<file path="src/hw/sadcfp_consts.vh">
// constants for the serial converter frame port
// Function
// - result pin floats while select high
// - select low presents first result bit
// - result bit changes on shift falling edge
// - eleven further result bits follow
// - eight command bits on first rises
// - channel address usable after fourth rise
// - sampling from fourth to last fall
// - last fall hands over to converter
// - end flag drops after last fall
// - end flag low through conversion
// - end flag high when result ready
// - select edges reset and gate frame
`ifndef SADCFP_CONSTS_VH
`define SADCFP_CONSTS_VH
`define SADCFP_RES_W 12
`define SADCFP_CMD_W 8
`define SADCFP_ADDR_W 4
`define SADCFP_CNT_W 4
`define SADCFP_CMD_BITS 4'h8
`define SADCFP_ADDR_EDGE 4'h4
`define SADCFP_SAMPLE_FALL 4'h4
`define SADCFP_LAST_FALL 4'hC
`define SADCFP_ADDR_MSB 7
`define SADCFP_ADDR_LSB 4
`define SADCFP_LEN_MSB 3
`define SADCFP_LEN_LSB 2
`define SADCFP_LSBF_BIT 1
`define SADCFP_BIPOLAR_BIT 0
`define SADCFP_RST_RESULT 12'h000
`define SADCFP_RST_CMD 8'h00
`endif

</file>
<file path="src/hw/_end.v">
`timescale 1ns/1ps

</file>
<file path="src/hw/sadcfp_port.v">
// serial frame port of a 12-bit converter: select, shift clock, command in, result out
`timescale 1ns/1ps
`default_nettype none
`include "sadcfp_consts.vh"
module sadcfp_port (
  input wire clk_sys,
  input wire arst_n,

  input wire sel_n,
  input wire sclk,
  input wire cmd_in,

  output wire dout_o,
  output wire dout_oe,
  output reg eoc,

  output reg [`SADCFP_ADDR_W-1:0] mux_addr,
  output reg mux_addr_valid,
  output reg sampling,
  output reg conv_start,
  output reg [`SADCFP_CMD_W-1:0] cmd_word,
  output reg cmd_valid,
  output reg frame_abort,

  input wire conv_done,
  input wire [`SADCFP_RES_W-1:0] conv_result
);

  // ****************************************
  // pin synchronisers
  // ****************************************

  reg sel_m;
  reg sel_s;
  reg sclk_m;
  reg sclk_s;
  reg sclk_d;
  reg cmd_m;
  reg cmd_s;
  reg sel_d;

  always @(posedge clk_sys or negedge arst_n) begin
    if (!arst_n) begin
      sel_m <= 1'b1;
      sel_s <= 1'b1;
      sel_d <= 1'b1;
      sclk_m <= 1'b0;
      sclk_s <= 1'b0;
      sclk_d <= 1'b0;
      cmd_m <= 1'b0;
      cmd_s <= 1'b0;
    end else begin
      sel_m <= sel_n;
      sel_s <= sel_m;
      sel_d <= sel_s;
      sclk_m <= sclk;
      sclk_s <= sclk_m;
      sclk_d <= sclk_s;
      cmd_m <= cmd_in;
      cmd_s <= cmd_m;
    end
  end

  // ****************************************
  // edge detection
  // ****************************************

  wire sel_fall;
  wire sel_rise;
  wire active;
  wire sclk_rise;
  wire sclk_fall;

  assign sel_fall = sel_d & ~sel_s;
  assign sel_rise = ~sel_d & sel_s;
  assign active = ~sel_s & ~sel_d;
  // shift clock edges count only inside an open frame
  assign sclk_rise = active & sclk_s & ~sclk_d;
  assign sclk_fall = active & ~sclk_s & sclk_d;

  // ****************************************
  // frame counters
  // ****************************************

  reg [`SADCFP_CNT_W-1:0] rise_cnt;
  reg [`SADCFP_CNT_W-1:0] fall_cnt;
  reg frame_done;

  wire [`SADCFP_CNT_W-1:0] next_rise_cnt;
  wire [`SADCFP_CNT_W-1:0] next_fall_cnt;
  wire cmd_take;
  wire fall_take;
  wire last_fall;

  assign next_rise_cnt = rise_cnt + 4'h1;
  assign next_fall_cnt = fall_cnt + 4'h1;
  assign cmd_take = sclk_rise & (rise_cnt < `SADCFP_CMD_BITS);
  assign fall_take = sclk_fall & ~frame_done;
  assign last_fall = fall_take & (next_fall_cnt == `SADCFP_LAST_FALL);

  always @(posedge clk_sys or negedge arst_n) begin
    if (!arst_n) begin
      rise_cnt <= 4'h0;
      fall_cnt <= 4'h0;
      frame_done <= 1'b0;
    end else if (sel_fall) begin
      rise_cnt <= 4'h0;
      fall_cnt <= 4'h0;
      frame_done <= 1'b0;
    end else begin
      if (cmd_take) begin
        rise_cnt <= next_rise_cnt;
      end
      if (fall_take) begin
        fall_cnt <= next_fall_cnt;
      end
      if (last_fall) begin
        frame_done <= 1'b1;
      end
    end
  end

  // ****************************************
  // command capture
  // ****************************************

  reg [`SADCFP_CMD_W-1:0] cmd_sr;
  reg lsb_first;

  always @(posedge clk_sys or negedge arst_n) begin
    if (!arst_n) begin
      cmd_sr <= `SADCFP_RST_CMD;
      cmd_word <= `SADCFP_RST_CMD;
      cmd_valid <= 1'b0;
      mux_addr <= 4'h0;
      mux_addr_valid <= 1'b0;
    end else if (sel_fall) begin
      cmd_sr <= `SADCFP_RST_CMD;
      cmd_valid <= 1'b0;
      mux_addr_valid <= 1'b0;
    end else if (cmd_take) begin
      cmd_sr <= {cmd_sr[`SADCFP_CMD_W-2:0], cmd_s};
      if (next_rise_cnt == `SADCFP_ADDR_EDGE) begin
        mux_addr <= {cmd_sr[2:0], cmd_s};
        mux_addr_valid <= 1'b1;
      end
      if (next_rise_cnt == `SADCFP_CMD_BITS) begin
        cmd_word <= {cmd_sr[`SADCFP_CMD_W-2:0], cmd_s};
        cmd_valid <= 1'b1;
      end
    end
  end

  // bit order chosen by a completed command takes effect from the next frame
  always @(posedge clk_sys or negedge arst_n) begin
    if (!arst_n) begin
      lsb_first <= 1'b0;
    end else if (last_fall & cmd_valid) begin
      lsb_first <= cmd_word[`SADCFP_LSBF_BIT];
    end
  end

  // ****************************************
  // sampling window and hand-over
  // ****************************************

  always @(posedge clk_sys or negedge arst_n) begin
    if (!arst_n) begin
      sampling <= 1'b0;
      conv_start <= 1'b0;
      frame_abort <= 1'b0;
    end else begin
      conv_start <= last_fall;
      frame_abort <= sel_rise & ~frame_done;
      if (sel_fall | sel_rise) begin
        sampling <= 1'b0;
      end else if (last_fall) begin
        sampling <= 1'b0;
      end else if (fall_take & (next_fall_cnt == `SADCFP_SAMPLE_FALL)) begin
        sampling <= 1'b1;
      end
    end
  end

  // ****************************************
  // conversion status and result
  // ****************************************

  reg [`SADCFP_RES_W-1:0] result;
  reg converting;

  always @(posedge clk_sys or negedge arst_n) begin
    if (!arst_n) begin
      eoc <= 1'b1;
      converting <= 1'b0;
      result <= `SADCFP_RST_RESULT;
    end else if (last_fall) begin
      // a new conversion wins over a done strobe in the same cycle
      eoc <= 1'b0;
      converting <= 1'b1;
    end else if (converting & conv_done) begin
      result <= conv_result;
      eoc <= 1'b1;
      converting <= 1'b0;
    end else if (converting) begin
      eoc <= 1'b0;
    end
  end

  // ****************************************
  // serial result output
  // ****************************************

  wire out_shift;

  // only falls 1..11 advance the output; the 12th starts conversion
  assign out_shift = fall_take & ~last_fall;

  sadcfp_shift u_shift (
    .clk_sys(clk_sys),
    .arst_n(arst_n),
    .load(sel_fall),
    .shift(out_shift),
    .lsb_first(lsb_first),
    .data(result),
    .bit_out(dout_o)
  );

  // drive the pin only while the frame is open
  assign dout_oe = ~sel_s & ~sel_d;

endmodule
`default_nettype wire

</file>
<file path="src/hw/sadcfp_shift.v">
// result shift register that feeds the serial result pin
`timescale 1ns/1ps
`default_nettype none
`include "sadcfp_consts.vh"
module sadcfp_shift (
  input wire clk_sys,
  input wire arst_n,
  input wire load,
  input wire shift,
  input wire lsb_first,
  input wire [`SADCFP_RES_W-1:0] data,
  output reg bit_out
);
  reg [`SADCFP_RES_W-1:0] sr;
  always @(posedge clk_sys or negedge arst_n) begin
    if (!arst_n) begin
      sr <= `SADCFP_RST_RESULT;
      bit_out <= 1'b0;
    end else if (load) begin
      sr <= data;
      bit_out <= lsb_first ? data[0] : data[`SADCFP_RES_W-1];
    end else if (shift) begin
      if (lsb_first) begin
        sr <= {1'b0, sr[`SADCFP_RES_W-1:1]};
        bit_out <= sr[1];
      end else begin
        sr <= {sr[`SADCFP_RES_W-2:0], 1'b0};
        bit_out <= sr[`SADCFP_RES_W-2];
      end
    end
  end
endmodule
`default_nettype wire

</file>
<file path="config.mk">
export PLATFORM = sky130hd
export DESIGN_NAME = sadcfp_port
export DESIGN_NICKNAME = d
export VERILOG_FILES = /design/src/hw/_end.v /design/src/hw/sadcfp_port.v /design/src/hw/sadcfp_shift.v
export VERILOG_INCLUDE_DIRS = /design/src /design/src/hw
export SDC_FILE = /design/constraint.sdc
export NUM_CORES = 1
export LEC_CHECK = 0
export ABC_CLOCK_PERIOD_IN_PS = 3600
export BUFFER_PORTS_ARGS = -buffer_cell sky130_fd_sc_hd__buf_2
export CAP_MARGIN = 20
export CORE_MARGIN = 3
export CORE_UTILIZATION = 60
export CTS_CLUSTER_DIAMETER = 30
export DETAILED_ROUTE_END_ITERATION = 6
export PLACE_DENSITY_LB_ADDON = 0.1
export SLEW_MARGIN = 20
export SYNTH_ARGS = -nofsm -noshare
export SYNTH_HDL_FRONTEND = slang
export SYNTH_HIERARCHICAL = 1
export SYNTH_SLANG_ARGS = --single-unit
</file>
<file path="constraint.sdc">
create_clock -name clk_sys -period 3.6 [get_ports clk_sys]
set_clock_uncertainty 0.1 [all_clocks]
set_input_delay 0.72 -clock clk_sys [delete_from_list [all_inputs] [get_ports clk_sys]]
set_output_delay 0.72 -clock clk_sys [all_outputs]
set_load 0.02 [all_outputs]
</file>
# Word-level counts from Yosys, hierarchy flattened
# Cells that the tools add are included.
# op_classes
n_bitwise	23
muxes	29
magnitude_cmp	1
eq_ne	4
n_reduce_logical	14
n_addsub	2
# op_table
operator	count
two-way mux 12 bit	3
two-way mux 1 bit	20
two-way mux 4 bit	4
AND 1 bit	15
two-way mux 7 bit	2
nonzero test 2 bit	7
adder 4 x 1 -> 4 bit (second input constant)	2
== test 4 x 3 -> 1 bit (second input constant)	2
== test 4 bit (second input constant)	2
NOT 1 bit	7
AND reduction 2 bit	3
AND reduction 3 bit	2
nonzero test 3 bit	2
< comparator 4 bit (second input constant)	1
OR 1 bit	1
# totals
register_bits	69
output_inout_bits	20
input_bits	18

# Logic depth before layout (Yosys ltp)
# depth
ltp_word	10
depth_mapped	9

# Cells and area by module
# Netlist, hierarchy kept.
# by_module_without_submodules
mod	cells_each	seq_area_each_um2	area_per_inst_um2	n_inst
sadcfp_port	166	1406.3	2193.4	1
sadcfp_shift	75	325.3	762.0	1

# Least setup slack after synthesis
# OpenSTA, ideal clock, no wires.
# synth_timing
kind	flip-flop to flip-flop
from	register sel_s
to	register result[0]
n_path_buf	1
path_slack_ns	1.443
arrival_ns	1.932
t_required_ns	3.375
stages_incl_launch_ff	7
cell_sequence	dfstp_2 inv_1 ha_1 and4bb_2 a21oi_1 buf_4 mux2_2
# synth_via
elab_chain_len	8
# synth_rtl
item	line_no	rtl
from (decl)	sadcfp_port.v:34	reg sel_s;
from (signal assigned)	sadcfp_port.v:54	sel_s <= sel_m;
NOT 1 bit	-	
AND 1 bit	-	
named net dout_oe	sadcfp_port.v:14	output wire dout_oe,
AND 1 bit (2 in a row)	sadcfp_port.v:79	assign sclk_fall = active & ~sclk_s & sclk_d;
AND 1 bit	sadcfp_port.v:98	assign fall_take = sclk_fall & ~frame_done;
AND 1 bit	sadcfp_port.v:99	assign last_fall = fall_take & (next_fall_cnt == `SADCFP_LAST_FALL);
NOT 1 bit (no source line)	-	
AND reduction 2 bit (no source line)	-	
to (signal assigned)	sadcfp_port.v:196	result <= `SADCFP_RST_RESULT;
to (signal assigned)	sadcfp_port.v:202	result <= conv_result;
to (decl)	sadcfp_port.v:189	reg [`SADCFP_RES_W-1:0] result;
# The timed path passes the listed nets, and every way through them passes these cells.
# A chain may end at the register's enable or synchronous reset.

# Worst setup path after layout
# layout_timing
from	register sel_s
to	register mux_addr[3]
# layout_via
elab_chain_len	6
# layout_rtl
item	line_no	rtl
NOT 1 bit *	sadcfp_port.v:74, sadcfp_port.v:76	
AND 1 bit	sadcfp_port.v:76	assign active = ~sel_s & ~sel_d;
AND 1 bit (2 in a row)	sadcfp_port.v:78	assign sclk_rise = active & sclk_s & ~sclk_d;
AND 1 bit	sadcfp_port.v:97	assign cmd_take = sclk_rise & (rise_cnt < `SADCFP_CMD_BITS);
AND reduction 3 bit (no source line) *	-	
to (signal assigned)	sadcfp_port.v:144	mux_addr <= {cmd_sr[2:0], cmd_s};
to (decl)	sadcfp_port.v:17	output reg [`SADCFP_ADDR_W-1:0] mux_addr,
# Mark *: on every way between the ends. The rest lies on a longest branch, timed or not.

==> flow_summary_export.csv <==
group,metric,value,unit
outcome,status,"finished clean",
synth,synthAdderAreaFrac,0.02117,
drt,drt-initial-drc-count,116,
global_routing,grt_start_max_net_pins,50,
worst_setup_path,critical_path.slowest_cell,"or4_1",
place,portBuffers,37,
synth,yosys_warnings,6,
drt,firstDrtPassIters,4,
die,initial_utilization,0.6475,
layout,design_area,3346,um2
synth,ys_seq_elements,69,
synth,synth.cell_area,2955,um2
synth,synth_mux_area_frac,0.1376,
power_and_ir_drop,p_clk_frac,0.383,
synth,ys_seq_area_frac,0.5859,
clocking,cts.sinks,69,
worst_setup_path,worst_ep_required_time,3.72,ns
sta,fmax,0.4426,GHz
synth,synth_top_family_by_area,"multiplexers",
worst_setup_path,crit_fanout,11,
worst_setup_path,crit_arrival,2.38,ns
sta,max_slew.worst_pin.slew,0.6403,ns
clocking,cts_hold_buf,0,
synth,synth_cell_types,36,
run,cap_violations,0,
synth,synth.avg_cell_area,12.26,um2
layout,multiInputGateArea,1109,um2
sta,rsz0062_at_grt,"false",
worst_setup_path,worstPathCellList,"inv_1 -> ha_1 -> nand4bb_1 -> or4_1 -> mux2_4",
clocking,clk_latency,0.34,ns
synth,synth_area_leader_cell,"dfrtp_1",
clocking,h-tree-depth,3,
worst_setup_path,critical_path_class,"flip-flop to flip-flop",
layout,fillCellCount,344,
synth,synth_nets,264,
drt,drt-vias-per-instance,5.411,
die,rows,24,
layout,drive_above_1_share,0.3123,
worst_setup_path,cp-end-kind,"flip-flop",
drt,num_vias,1894,
layout,syn2layout_area_growth,13.21,%
sta,min_period,2.259,ns
sta,setup-tns-final,0,ns
layout,nNetsFinal,303,
hold_path,hp-class,"flip-flop to flip-flop",
die,die_y,76.18,um
place,dp_hpwl,3461,um
worst_setup_path,cp-start-kind,"flip-flop",
clocking,root_buffer,"clkbuf_8",
clocking,cts_inserted_buffers,9,
power_and_ir_drop,sw_frac_of_total,0.2294,
clocking,ctsResizeCount,0,
global_routing,grt_pass1_vias,1882,
power_and_ir_drop,p_leak,1.725,nW
clocking,cts_tree,"yes",
clocking,clk_path_buf_depth,2,
power_and_ir_drop,p_comb_frac,0.057,
global_routing,grt_overflow,0,
die,dieArea,5803,um2
place,gp_congestion,0.7462,
sta,fin_crit_sh,0.6275,
global_routing,antenna_found_initial,0,
layout,diodes,0,
layout,final-seq-area,1732,um2
drt,wire_per_inst,14.98,um
sta,finalHoldViolations,0,
sta,maxSlewHeadroom,0.5731,
power_and_ir_drop,irDropWorstVdd,0.3480,mV
synth,synth_simple_gate_area_frac,0.1033,
sta,slew_viol_final,0,
die,die_w,76.18,um
layout,mostFrequentLayoutCells,"65 x dfrtp_1, 36 x buf_2, 21 x mux2_2, 21 x nand2_1, 19 x a21oi_1",
synth,synth_compound_area_frac,0.1071,
global_routing,grt_usage,0.1961,
power_and_ir_drop,switching_power,0.0003324,W
sta,final-setup-viol-count,0,
drt,ant_nets,0,
global_routing,grt_pass1_wl,8880,um
worst_setup_path,cp_slowest_stage_delay,0.67,ns
synth,synth_top_area_share,0.5504,
power_and_ir_drop,seqPwrFrac,0.560,
clocking,clk_pin_slew,0.07,ns
drt,finalWirelength,5243,um
synth,synth_cells,241,
power_and_ir_drop,internal-power,0.001117,W
place,placed_area,3171,um2
die,coreArea,4564,um2
die,boundaryPins,38,
layout,final_common_cell,"dfrtp_1",
synth,synth_xor_xnor_area_share,0.005927,
drt,drc_errors,0,
power_and_ir_drop,pwr_density_cell,433.1,nW/um2
synth,synthTopCellsByArea,"dfrtp_1 55%, mux2_2 8.0%, mux2i_1 3.7%",
clocking,cts_setup_buffers,0,
[Yosys cell counts, drive strengths merged]
cell type  instances
nor2b              2
nor3b              1
nand3              2
nor2              15
or4                2
nand3b             1
clkbuf             4
mux2i             11
and2               1
nand2b             1
nand4bb            2
or3                3
nand4b             1
ha                 5
dfstp              4
and4bb             2
nand2             21
a31oi              1
a21o              11
a211oi            10
dfrtp             65
a211o              1
and3b              1
and2b              1
o21ai              8
xnor2              2
a21oi             19
o31ai              1
mux2              25
and3               1
inv                7
buf               10
[cell type report]
| type | count | area share |
|---|---|---|
| clock inverters | 2 | 0.002992 |
| multi-input cells | 151 | 0.3313 |
| well taps | 65 | 0.02431 |
| repair buffers | 42 | 0.06731 |
| inverters | 7 | 0.007853 |
| clock buffers | 14 | 0.04862 |
| flip-flops and latches | 69 | 0.5176 |
[power groups by stage]
stage | combinational [W] | clock, W | sequential (W)
3_5_place_dp | 0.0000833 | 0 | 0.000826
4_1_cts | 0.0000843 | 0.000572 | 0.000812
3_3_place_gp | 0.0000807 | 0 | 0.000825
2_1_floorplan | 0.0000475 | 0 | 0.000823
5_1_grt | 0.0000942 | 0.000613 | 0.000814
6_report | 0.0000824 | 0.000555 | 0.000812
[final timing paths]
kind	from	end	slack, ns	cells past startpoint
min	sclk_m	sclk_s	0.25	0
min in group asynchronous	arst_n	result[2]	0.28	1
max in group asynchronous	arst_n	cmd_sr[0]	2.51	2
max	sel_s	mux_addr[3]	1.34	5
min reg2reg	sclk_m	sclk_s	0.25	0
max reg2reg	sel_s	mux_addr[3]	1.34	5
[metrics by stage]
stage               std cells  hold WS, ns  worst slack, ns  total power, W  utilization
CTS                       350       0.2556            1.346        0.001469       0.7325
finish                    350       0.2530            1.341        0.001449       0.7330
global route              350       0.2640            1.187        0.001521       0.7330
floorplan                 241       0.2312            1.443       0.0008705            -
detailed placement        334       0.2443            1.352       0.0009096       0.6946
global placement          334       0.2322            1.408       0.0009060       0.6946
[worst max-delay path: cells and delay by family, from the launching register on]
family / cells / cell delay (ns)
adders and majority gates: 1 / 0.21
buffers and inverters: 1 / 0.07
DFF: 1 / 0.38
muxes: 1 / 0.35
and+or+nand+nor: 2 / 1.03
[kinds of logic after synthesis]
kind of cell / Yosys count
flops: 69
simple gates: 57
xor+xnor: 2
buf+inv: 21
mux: 36
fa+ha+maj: 5
compound gates: 51
[layer usage]
| layer | GRT usage | routed length (um) | vias up |
|---|---|---|---|
| li1 | - | - | 920 |
| met1 | 0.2400 | 2226 | 935 |
| met2 | 0.3191 | 2717 | 32 |
| met3 | 0.07092 | 216 | 7 |
| met4 | 0.07609 | 82 | 0 |
| met5 | 0 | 0 | - |
[registers in the layout, summed over array words and instances (netlist names), 4 cells and up]
signal,flops
mux_addr,4
cmd_sr,7
cmd_word,8
rise_cnt,4
result,12
fall_cnt,4
u_shift/sr,12
No activity file was read; power rests on OpenSTA's default activity.
